### src/rtl/smbus_cfg_pkg.sv
// Constants shared by the SMBus configuration register bank
package smbus_cfg_pkg;
    // ****************************************
    // Register offsets
    // ****************************************
    localparam logic [7:0] OFF_BUS_ADDRESS = 8'h00;
    localparam logic [7:0] OFF_STATUS = 8'h01;
    localparam logic [7:0] OFF_MASK_CTRL = 8'h02;
    // ****************************************
    // Reset values and write masks
    // ****************************************
    localparam logic [6:0] BUS_ADDRESS_RESET = 7'h17;
    localparam logic [7:0] MASK_CTRL_RESET = 8'h00;
    localparam logic [7:0] MASK_CTRL_WRITABLE = 8'hA7;
    localparam logic [7:0] UNMAPPED_READ = 8'h00;
    // ****************************************
    // Field positions of the mask/control register
    // ****************************************
    localparam int SLOW_EDGE_BIT = 7;
    localparam int POWER_DOWN_BIT = 5;
    localparam int MASK_FAULT_NEG_BIT = 2;
    localparam int MASK_FAULT_POS_BIT = 1;
    localparam int MASK_SIGNAL_BIT = 0;
    // ****************************************
    // Status layout and line sampling
    // ****************************************
    localparam logic [4:0] STATUS_UPPER_ZERO = 5'h00;
    localparam logic [2:0] LAST_BIT = 3'h7;
    localparam logic [2:0] LINE_IDLE = 3'h3;
endpackage : smbus_cfg_pkg

### src/rtl/smbus_line_if.sv
// Bus line events passed from the line sampler to the register core
`timescale 1ns/1ns
interface smbus_line_if;
    logic scl_rise;
    logic scl_fall;
    logic start;
    logic stop;
    logic sda;
    logic chain_in;
    modport sense (output scl_rise, output scl_fall, output start, output stop,
        output sda, output chain_in);
    modport core (input scl_rise, input scl_fall, input start, input stop,
        input sda, input chain_in);
endinterface : smbus_line_if

### src/rtl/smbus_line_sense.sv
// Two-stage sampling of the bus pins and chain reset, with bus condition detection
`timescale 1ns/1ns
module smbus_line_sense (
    input wire logic i_clk,
    input wire logic i_resetn,
    input wire logic i_scl,
    input wire logic i_sda,
    input wire logic i_reset_chain_in,
    smbus_line_if.sense lines
);
    // ****************************************
    // Synchronisers: bit 2 chain in, bit 1 scl, bit 0 sda
    // ****************************************
    logic [2:0] meta;
    logic [2:0] sync;
    logic [1:0] prev;

    always_ff @(posedge i_clk) begin
        if (!i_resetn) begin
            meta <= smbus_cfg_pkg::LINE_IDLE;
            sync <= smbus_cfg_pkg::LINE_IDLE;
            prev <= smbus_cfg_pkg::LINE_IDLE[1:0];
        end else begin
            meta <= {i_reset_chain_in, i_scl, i_sda};
            sync <= meta;
            prev <= sync[1:0];
        end
    end

    // ****************************************
    // Edge and condition decode
    // ****************************************
    assign lines.scl_rise = sync[1] && !prev[1];
    assign lines.scl_fall = !sync[1] && prev[1];
    assign lines.start = sync[1] && prev[1] && prev[0] && !sync[0];
    assign lines.stop = sync[1] && prev[1] && !prev[0] && sync[0];
    assign lines.sda = sync[0];
    assign lines.chain_in = sync[2];
endmodule : smbus_line_sense

### src/rtl/smbus_config_regs_addr_chain.sv
// SMBus configuration and status register bank with reset daisy chain
//
// Contract
// - Power-up address 17h; bit 0 reads zero
// - Address register write raises chain output
// - Answer only at newly written address
// - Chain input low holds reset, output low
// - Address lost on power loss
// - Status read-only; bits 2,1 termination faults
// - Status bit 0 signal present; 7:3 zero
// - Bit 7 edge rate unless pin high
// - Bit 5 power down; enable low forces
// - Unmasked negative fault pulls alarm low
// - Unmasked positive fault pulls alarm low
// - Unmasked missing signal pulls alarm low
// - Address and mask registers read/write, reset defaults
// - Open-drain alarm for any unmasked condition
// - Write: address, index, data, each acknowledged
// - Read: index, repeated start, byte, host NACK
`timescale 1ns/1ns
module smbus_config_regs_addr_chain (
    input wire logic i_clk,
    input wire logic i_resetn,
    input wire logic i_scl,
    input wire logic i_sda,
    output logic o_sda,
    output logic o_sda_oe,
    input wire logic i_reset_chain_in,
    output logic o_reset_chain_out,
    input wire logic i_term_fault_negative,
    input wire logic i_term_fault_positive,
    input wire logic i_input_signal_present,
    input wire logic i_edge_rate_pin,
    input wire logic i_enable_pin,
    output logic o_slow_edge,
    output logic o_output_power_down,
    output logic o_alarm_n,
    output logic o_alarm_n_oe
);
    // ****************************************
    // Types and storage
    // ****************************************
    typedef enum logic [2:0] {
        ST_IDLE, ST_RECV, ST_ACK, ST_SEND, ST_HOST_ACK, ST_SKIP
    } bus_state_type;
    typedef enum logic [1:0] {BYTE_ADDR, BYTE_INDEX, BYTE_DATA} byte_kind_type;

    smbus_line_if lines ();
    bus_state_type state;
    byte_kind_type kind;
    logic [7:0] shift;
    logic [7:0] tx;
    logic [2:0] bit_cnt;
    logic got_byte;
    logic read_mode;
    logic host_nack;
    logic [7:0] index;
    logic [6:0] bus_address_field;
    logic [7:0] mask_ctrl;
    logic chain_out;
    logic sda_oe;
    logic [4:0] pin_meta;
    logic [4:0] pin_sync;
    logic slow_edge;
    logic power_down;
    logic alarm;

    smbus_line_sense line_sense (
        .i_clk(i_clk),
        .i_resetn(i_resetn),
        .i_scl(i_scl),
        .i_sda(i_sda),
        .i_reset_chain_in(i_reset_chain_in),
        .lines(lines.sense)
    );

    // ****************************************
    // Status and control pin sampling
    // ****************************************
    always_ff @(posedge i_clk) begin
        if (!i_resetn) begin
            pin_meta <= 5'h00;
            pin_sync <= 5'h00;
        end else begin
            pin_meta <= {i_enable_pin, i_edge_rate_pin, i_term_fault_negative,
                i_term_fault_positive, i_input_signal_present};
            pin_sync <= pin_meta;
        end
    end

    // ****************************************
    // Decode
    // ****************************************
    wire enable_s = pin_sync[4];
    wire edge_s = pin_sync[3];
    wire fault_neg_s = pin_sync[2];
    wire fault_pos_s = pin_sync[1];
    wire present_s = pin_sync[0];
    wire in_reset = !i_resetn || !lines.chain_in;
    wire [7:0] status_value = {smbus_cfg_pkg::STATUS_UPPER_ZERO,
        fault_neg_s, fault_pos_s, present_s};
    wire [7:0] address_value = {bus_address_field, 1'b0};
    wire [7:0] read_data = (index == smbus_cfg_pkg::OFF_BUS_ADDRESS) ? address_value :
        (index == smbus_cfg_pkg::OFF_STATUS) ? status_value :
        (index == smbus_cfg_pkg::OFF_MASK_CTRL) ? mask_ctrl : smbus_cfg_pkg::UNMAPPED_READ;
    wire byte_end = (state == ST_RECV) && lines.scl_fall && got_byte;
    wire addr_match = (shift[7:1] == bus_address_field);
    wire wr_strobe = byte_end && (kind == BYTE_DATA);
    wire wr_address = wr_strobe && (index == smbus_cfg_pkg::OFF_BUS_ADDRESS);
    wire wr_mask = wr_strobe && (index == smbus_cfg_pkg::OFF_MASK_CTRL);
    wire next_slow_edge = edge_s || mask_ctrl[smbus_cfg_pkg::SLOW_EDGE_BIT];
    wire next_power_down = !enable_s || mask_ctrl[smbus_cfg_pkg::POWER_DOWN_BIT];
    wire alarm_neg = fault_neg_s && !mask_ctrl[smbus_cfg_pkg::MASK_FAULT_NEG_BIT];
    wire alarm_pos = fault_pos_s && !mask_ctrl[smbus_cfg_pkg::MASK_FAULT_POS_BIT];
    wire alarm_sig = !present_s && !mask_ctrl[smbus_cfg_pkg::MASK_SIGNAL_BIT];
    wire next_alarm = alarm_neg || alarm_pos || alarm_sig;

    // ****************************************
    // Registers
    // ****************************************
    always_ff @(posedge i_clk) begin
        if (in_reset) begin
            bus_address_field <= smbus_cfg_pkg::BUS_ADDRESS_RESET;
            mask_ctrl <= smbus_cfg_pkg::MASK_CTRL_RESET;
            chain_out <= 1'b0;
        end else begin
            if (wr_address) begin
                bus_address_field <= shift[7:1];
                chain_out <= 1'b1;
            end
            if (wr_mask) begin
                mask_ctrl <= shift & smbus_cfg_pkg::MASK_CTRL_WRITABLE;
            end
        end
    end

    always_ff @(posedge i_clk) begin
        if (!i_resetn) begin
            slow_edge <= 1'b0;
            power_down <= 1'b1;
            alarm <= 1'b0;
        end else begin
            slow_edge <= next_slow_edge;
            power_down <= next_power_down;
            alarm <= next_alarm;
        end
    end

    // ****************************************
    // Bus transaction engine
    // ****************************************
    always_ff @(posedge i_clk) begin
        if (in_reset) begin
            state <= ST_IDLE;
            kind <= BYTE_ADDR;
            shift <= 8'h00;
            tx <= 8'h00;
            bit_cnt <= 3'h0;
            got_byte <= 1'b0;
            read_mode <= 1'b0;
            host_nack <= 1'b0;
            index <= 8'h00;
            sda_oe <= 1'b0;
        end else if (lines.start) begin
            state <= ST_RECV;
            kind <= BYTE_ADDR;
            bit_cnt <= 3'h0;
            got_byte <= 1'b0;
            sda_oe <= 1'b0;
        end else if (lines.stop) begin
            state <= ST_IDLE;
            sda_oe <= 1'b0;
        end else begin
            unique case (state)
                ST_IDLE, ST_SKIP: begin
                    sda_oe <= 1'b0;
                end
                ST_RECV: begin
                    if (lines.scl_rise) begin
                        shift <= {shift[6:0], lines.sda};
                        bit_cnt <= bit_cnt + 3'h1;
                        got_byte <= (bit_cnt == smbus_cfg_pkg::LAST_BIT);
                    end else if (byte_end) begin
                        got_byte <= 1'b0;
                        if (kind == BYTE_ADDR && !addr_match) begin
                            state <= ST_SKIP;
                        end else begin
                            state <= ST_ACK;
                            sda_oe <= 1'b1;
                            if (kind == BYTE_ADDR) begin
                                read_mode <= shift[0];
                            end
                            if (kind == BYTE_INDEX) begin
                                index <= shift;
                            end
                        end
                    end
                end
                ST_ACK: begin
                    if (lines.scl_fall) begin
                        bit_cnt <= 3'h0;
                        if (kind == BYTE_ADDR && read_mode) begin
                            state <= ST_SEND;
                            tx <= read_data;
                            sda_oe <= !read_data[7];
                        end else if (kind == BYTE_DATA) begin
                            state <= ST_SKIP;
                            sda_oe <= 1'b0;
                        end else begin
                            state <= ST_RECV;
                            kind <= (kind == BYTE_ADDR) ? BYTE_INDEX : BYTE_DATA;
                            sda_oe <= 1'b0;
                        end
                    end
                end
                ST_SEND: begin
                    if (lines.scl_fall) begin
                        bit_cnt <= bit_cnt + 3'h1;
                        if (bit_cnt == smbus_cfg_pkg::LAST_BIT) begin
                            state <= ST_HOST_ACK;
                            sda_oe <= 1'b0;
                        end else begin
                            tx <= {tx[6:0], 1'b0};
                            sda_oe <= !tx[6];
                        end
                    end
                end
                ST_HOST_ACK: begin
                    if (lines.scl_rise) begin
                        host_nack <= lines.sda;
                    end else if (lines.scl_fall) begin
                        if (host_nack) begin
                            state <= ST_SKIP;
                        end else begin
                            state <= ST_SEND;
                            tx <= read_data;
                            sda_oe <= !read_data[7];
                        end
                    end
                end
            endcase
        end
    end

    // ****************************************
    // Outputs
    // ****************************************
    assign o_sda = 1'b0;
    assign o_sda_oe = sda_oe;
    assign o_reset_chain_out = chain_out;
    assign o_slow_edge = slow_edge;
    assign o_output_power_down = power_down;
    assign o_alarm_n = 1'b0;
    assign o_alarm_n_oe = alarm;
endmodule : smbus_config_regs_addr_chain

### config.mk
export PLATFORM = sky130hd
export DESIGN_NAME = smbus_config_regs_addr_chain
export DESIGN_NICKNAME = d
export VERILOG_FILES = /design/src/rtl/smbus_cfg_pkg.sv /design/src/rtl/smbus_line_if.sv /design/src/rtl/smbus_line_sense.sv /design/src/rtl/smbus_config_regs_addr_chain.sv
export SDC_FILE = /design/constraint.sdc
export NUM_CORES = 1
export LEC_CHECK = 0
export BUFFER_PORTS_ARGS = -buffer_cell sky130_fd_sc_hd__clkbuf_2
export CAP_MARGIN = 5
export CORE_MARGIN = 1.5
export CORE_UTILIZATION = 54
export DETAILED_ROUTE_END_ITERATION = 12
export GPL_ROUTABILITY_DRIVEN = 1
export PLACE_DENSITY_LB_ADDON = 0.15
export SYNTH_ARGS = -nofsm -noshare
export SYNTH_HDL_FRONTEND = slang
export SYNTH_SLANG_ARGS = --single-unit
### constraint.sdc
create_clock -name i_clk -period 1.5 [get_ports i_clk]
set_input_delay 0.075 -clock i_clk [delete_from_list [all_inputs] [get_ports i_clk]]
set_output_delay 0.075 -clock i_clk [all_outputs]
set_load 0.05 [all_outputs]
==> impl_metrics.env, run 1 <==
export IMPL_status="finished with violations"
export IMPL_violations="setup timing"
export IMPL_p_per_area_mw_per_mm2=916
export IMPL_portBuffers=14
export IMPL_gr_total_overflow=0
export IMPL_postSynthAreaPerCell_um2=8.82
export IMPL_dpl_instance_area_mm2=0.00373
export IMPL_ant_nets=0
export IMPL_cp_data_required_time_ns=1.72
export IMPL_synth_top_area_share_pct=45.6
export IMPL_period_needed_ns=1.81
export IMPL_crit_chain="or4_4 > nor4b_4 > nand2_2 > nand2_1 > a21oi_2"
export IMPL_routed_top_layer="met4"
export IMPL_drcViolationCount=0
export IMPL_synth_edf_count=0
export IMPL_yosys_area_top_type="dfxtp_1"
export IMPL_fmax_mhz=552
export IMPL_grtUsageTotal_pct=29.4
export IMPL_layout_setup_ws_ns=-0.311
export IMPL_cts_max_level=3
export IMPL_rsz0062_at_grt="true"
export IMPL_ys_ff_latch=69
export IMPL_numCtsBuffers=9
export IMPL_grt_pass1_wl_um=13600
export IMPL_nFillCells=373
export IMPL_drv_slew=0
export IMPL_syn_area_mm2=0.00303
export IMPL_synthFlopType="dfxtp_1"
export IMPL_cp_start_kind="flop"
export IMPL_wl_per_cell_um=16.7
export IMPL_postSynthCellCount=343
export IMPL_stdcell_count=507
export IMPL_cts_sinks=69
export IMPL_cp_end_kind="flop"
export IMPL_cts_root_buf="clkbuf_8"
export IMPL_viasPerCell=5.63
export IMPL_arrival_ns=2.03
export IMPL_crit_slowest_cell="or4_4"
export IMPL_cts_tree="done"
export IMPL_peakVddDrop_uv=936
export IMPL_dr_wl_met3_um=524
export IMPL_critical_path_class="flop to flop"
export IMPL_yosysUniqueCellTypes=53
export IMPL_grt_pass1_vias=2795
export IMPL_path_max_fanout=7
export IMPL_finalNetCount=442
export IMPL_die_h_um=77.9
export IMPL_met1_length_um=3610
export IMPL_met2_wirelength_um=4210
export IMPL_pin_count=17
export IMPL_final_common_cell="dfxtp_1"
export IMPL_path_clk_slew_ns=0.08
export IMPL_period_share_pct=121
export IMPL_final_cell_area_mm2=0.00427
export IMPL_start_util_pct=55.3
export IMPL_max_cap_violations=0
export IMPL_holdWs_ns=0.125
export IMPL_layout_common_cells="62 x dfxtp_1, 61 x buf_4, 33 x nand2_1"
export IMPL_fp_coreArea_mm2=0.00547
export IMPL_synthTopCellsByArea="dfxtp_1 46%, mux2i_1 5.3%, a21oi_1 4.6%, nand2_1 4.6%, nand3_1 4.5%"
export IMPL_yosysSeqAreaShare_pct=45.6
export IMPL_area_growth_pct=41.0
export IMPL_first_pass_iters=4
export IMPL_hold_class="input port to flop"
export IMPL_dp_hpwl_um=5480
export IMPL_drive_above_1_share_pct=35.9
export IMPL_vias=2852
export IMPL_dp_slack_ns=-0.280
export IMPL_row_count=27
export IMPL_async_flop_share_pct=0
export IMPL_grt_max_degree=32
export IMPL_r2r_slack_ns=-0.31
export IMPL_diodes=0
export IMPL_die_area_mm2=0.00606
export IMPL_hold_violations=0
export IMPL_place_inst=474
export IMPL_drt_total_wl_um=8490
export IMPL_gp_congestion=0.905
export IMPL_insertion_delay_ns=0.35
export IMPL_antenna_found_initial=0
export IMPL_total_power_w=0.00391
export IMPL_die_w_um=77.9
export IMPL_slowest_delay_ns=0.58
export IMPL_clock_skew_ns=0.0124
export IMPL_cts_buffer_depth=2
export IMPL_ys_warn_count=0
export IMPL_setup_viol=33
export IMPL_power_leakage_nw=1.71
export IMPL_drt_iter0_markers=172
==> routing by layer <==
metal | track usage (%) | vias up
met2 | 48.4 | 96
met3 | 7.65 | 13
met5 | 0 | -
met1 | 36.7 | 1369
li1 | - | 1374
met4 | 11.1 | 0
==> worst paths after layout <==
path | end | cells past startpoint | start
worst max-delay path | bus_address_field[6]$_SDFFE_PP0P_ | 5 | index[4]$_SDFFE_PP0P_
worst min-delay path | line_sense.prev[1]$_SDFF_PN1_ | 3 | i_resetn
worst max register to register | bus_address_field[6]$_SDFFE_PP0P_ | 5 | index[4]$_SDFFE_PP0P_
worst min register to register | o_output_power_down$_SDFF_PN1_ | 1 | pin_sync[4]$_SDFF_PN0_
==> stage by stage <==
stage / TNS [ns] / util, %
after floorplan: -1.36 / -
after global placement: -5.97 / 68.1
after detailed placement: -7.34 / 68.1
after CTS: -6.48 / 76.3
after global routing: -8.75 / 78.0
final: -6.66 / 78.0
==> cell families (layout without fill, tap and decap cells) <==
kind of cell | count (synthesis) | count (layout) | share of synthesized area (%)
xor+xnor | 8 | 8 | 2.32
buf+inv | 22 | 113 | 3.51
fa+ha+maj | 2 | 2 | 0.827
simple gates | 151 | 151 | 26.2
mux | 18 | 18 | 6.04
flops | 69 | 69 | 45.6
compound gates | 72 | 72 | 15.4
other cells | 1 | 2 | 0.124
==> cell type report <==
cell class | count | area, µm² | area share [%]
multi-input combinational | 253 | 1730 | 40.5
clock inverter | 5 | 106 | 2.49
inverter | 2 | 7.51 | 0.176
timing repair buffer | 95 | 795 | 18.6
clock buffer | 11 | 141 | 3.31
sequential | 69 | 1400 | 32.7
tap | 72 | 90.1 | 2.11
==> where the power goes <==
part / switching [W] / leakage (nW) / total, W / internal (W)
Clock: 0.000749 / 0.120 / 0.00191 / 0.00116
Sequential: 0.0000119 / 0.564 / 0.00186 / 0.00185
Combinational: 0.0000814 / 1.03 / 0.000144 / 0.0000622
==> what timing repair did <==
action,in CTS,in global routing
endpoints found under the hold margin,8,0
endpoints found under the setup margin,41,45
cloned,1,0
pin swaps,11,15
hold buffers,8,0
resized for setup,15,22
setup buffers,6,5
==> critical path: cells and delay by family, from the launching register on <==
kind	cells	cell delay [ns]
compound gates	1	0.06
flops	1	0.33
simple gates	4	1.30
==> registers in the layout (all words and copies together) (netlist names), 3 cells and up <==
register and count:
pin_sync 5, state 3, shift 8, tx 7, index 8, bit_cnt 3, line_sense.sync 3, pin_meta 5
bus_address_field 7, line_sense.meta 3, mask_ctrl 5
==> cells in the mapped netlist (2+ instances only) <==
cell	count
nor2b_1	10
nand2_1	37
nand4_1	2
nor2_1	30
a211oi_1	3
buf_4	4
o22ai_1	2
nor3b_1	2
nand3b_1	3
a31oi_1	5
o21ai_0	12
nand3_1	27
mux2i_1	16
xor2_1	8
and2_1	14
a21oi_1	28
mux2_2	2
o21a_1	2
dfxtp_1	69
a22oi_1	2
inv_1	2
a221o_1	2
a2bb2oi_1	3
ha_1	2
a21boi_0	2
nor3_1	2
nand2b_1	13
clkbuf_1	14
(Power assumes the default switching activity.)
==> run 2, diff against run 1 <==
Settings changed: CORE_MARGIN 1.5 to 5.
==> run 2 against run 1 <==
  * Highest routed layer unchanged
  * Sequential share of layout area is 0.12 points higher
  * Critical endpoint is now o_sda_oe$_SDFFE_PP0P_
  * Die area grew 19%
  * Critical path depth unchanged
  * Design area is 0.64% lower
  * The run still ends with setup timing left
  * Final cell count rose by 0.99%
  * Register-to-register slack hardly changed
  * Utilization shrank 0.50 points
  * Maximum frequency increased by 0.23%
  * Largest power group is now sequential cells
  * Clock power fell by 16%
  * Clock skew is 0.0042 ns lower
  * Count of clock-buffer cells in the layout fell by 2
==> impl_metrics.env, run 2 (same netlist as run 1, synthesis figures left out) <==
export IMPL_drt_total_wl_um=8110
export IMPL_critical_path_class="flop to flop"
export IMPL_power_leakage_nw=1.72
export IMPL_r2r_slack_ns=-0.31
export IMPL_utilization_pct=77.5
export IMPL_cp_end_kind="flop"
export IMPL_cts_buffer_depth=2
export IMPL_period_share_pct=120
export IMPL_layout_setup_ws_ns=-0.307
export IMPL_grtUsageTotal_pct=23.2
export IMPL_dp_hpwl_um=5330
export IMPL_insertion_delay_ns=0.35
export IMPL_numCtsBuffers=9
export IMPL_violations="setup timing"
export IMPL_total_power_w=0.00361
export IMPL_setup_viol=33
export IMPL_hold_class="flop to flop"
export IMPL_rsz0062_at_grt="true"
export IMPL_die_h_um=84.9
export IMPL_cp_start_kind="flop"
export IMPL_nFillCells=384
export IMPL_grt_pass1_vias=2704
export IMPL_arrival_ns=2.06
export IMPL_vias=2807
export IMPL_pin_count=17
export IMPL_fp_coreArea_mm2=0.00547
export IMPL_grt_max_degree=32
export IMPL_drv_slew=0
export IMPL_max_cap_violations=0
export IMPL_path_max_fanout=3
export IMPL_first_pass_iters=5
export IMPL_area_growth_pct=40.1
export IMPL_start_util_pct=55.3
export IMPL_die_area_mm2=0.00720
export IMPL_viasPerCell=5.48
export IMPL_drt_iter0_markers=292
export IMPL_period_needed_ns=1.81
export IMPL_path_clk_slew_ns=0.09
export IMPL_cts_tree="done"
export IMPL_reg_top3="index (8), shift (8)"
export IMPL_ant_nets=0
export IMPL_layout_common_cells="66 x buf_4, 63 x dfxtp_1, 32 x nand2_1"
export IMPL_hold_violations=0
export IMPL_cts_max_level=3
export IMPL_portBuffers=14
export IMPL_drive_above_1_share_pct=35.0
export IMPL_drcViolationCount=0
export IMPL_die_w_um=84.9
export IMPL_fmax_mhz=554
export IMPL_grt_pass1_wl_um=13300
export IMPL_row_count=27
export IMPL_cp_data_required_time_ns=1.75
export IMPL_slowest_delay_ns=0.58
export IMPL_status="finished with violations"
export IMPL_cts_root_buf="clkbuf_8"
export IMPL_finalNetCount=447
export IMPL_cts_sinks=69
export IMPL_crit_chain="or4_4 > nor4_4 > a221o_1 > o211ai_1 > o211a_1"
export IMPL_antenna_found_initial=0
export IMPL_final_common_cell="buf_4"
export IMPL_wl_per_cell_um=15.8
export IMPL_peakVddDrop_uv=876
export IMPL_clock_skew_ns=0.00821
export IMPL_diodes=0
export IMPL_crit_family="simple AND/OR/NAND/NOR gates"
export IMPL_p_per_area_mw_per_mm2=851
export IMPL_crit_buf_inv=0
export IMPL_gp_congestion=0.879
export IMPL_gr_total_overflow=0
export IMPL_crit_slowest_cell="or4_4"
## run 2: cell count changes in the layout (fill, tap and decap cells not counted), moves of 2 or more
cell	previous run	this run
nor2b_2	4	0
a21oi_2	4	2
a211oi_1	2	0
buf_4	61	66
bufinv_16	3	1
a211oi_2	2	4
buf_12	4	2
a21oi_1	24	26
nor2b_1	6	9
## run 2: path summary, 6_finish.rpt
path	start	end	cells past startpoint
worst max-delay path	index[4]$_SDFFE_PP0P_	o_sda_oe$_SDFFE_PP0P_	5
worst min-delay path	pin_sync[4]$_SDFF_PN0_	o_output_power_down$_SDFF_PN1_	1
worst max register to register	index[4]$_SDFFE_PP0P_	o_sda_oe$_SDFFE_PP0P_	5
worst min register to register	pin_sync[4]$_SDFF_PN0_	o_output_power_down$_SDFF_PN1_	1
## run 2: final cells by class
type	count	area, µm²	area share, %
clock inverter	7	81.3	1.92
timing repair buffer	100	813	19.2
clock buffer	9	124	2.92
sequential	69	1390	32.9
inverter	2	7.51	0.177
tap	72	90.1	2.12
multi-input combinational	253	1730	40.8
## run 2: repair_timing
item                                    CTS  global route
pin swaps                                14            12
gates cloned                              1             0
resized for setup                        17            16
buffers inserted                         10             5
hold buffers                              9             0
endpoints found under the setup margin   34            45
hold endpoints to repair                 10             0
## run 2: per-layer routing
layer | global-route usage [%] | share of wire, %
met2 | 37.1 | 47
met5 | 0 | 0
met3 | 3.79 | 4.2
met1 | 31.2 | 46
met4 | 9.64 | 2.5
## run 2: power breakdown
group	internal [W]	switching, W
logic	0.0000669	0.0000791
registers	0.00185	0.00000989
clock network	0.000795	0.000805
total	0.00271	0.000894
## run 2: stage by stage
stage,setup TNS [ns],area [µm²],instances,hold WS [ns],worst slack (ns)
3_3_place_gp,-4.56,3690,472,0.261,-0.182
5_1_grt,-8.72,4240,512,0.412,-0.342
6_report,-5.82,4240,512,0.396,-0.307
4_1_cts,-5.50,4140,508,0.396,-0.229
2_1_floorplan,-1.36,3140,344,0.148,-0.0904
3_5_place_dp,-5.05,3690,472,0.264,-0.209
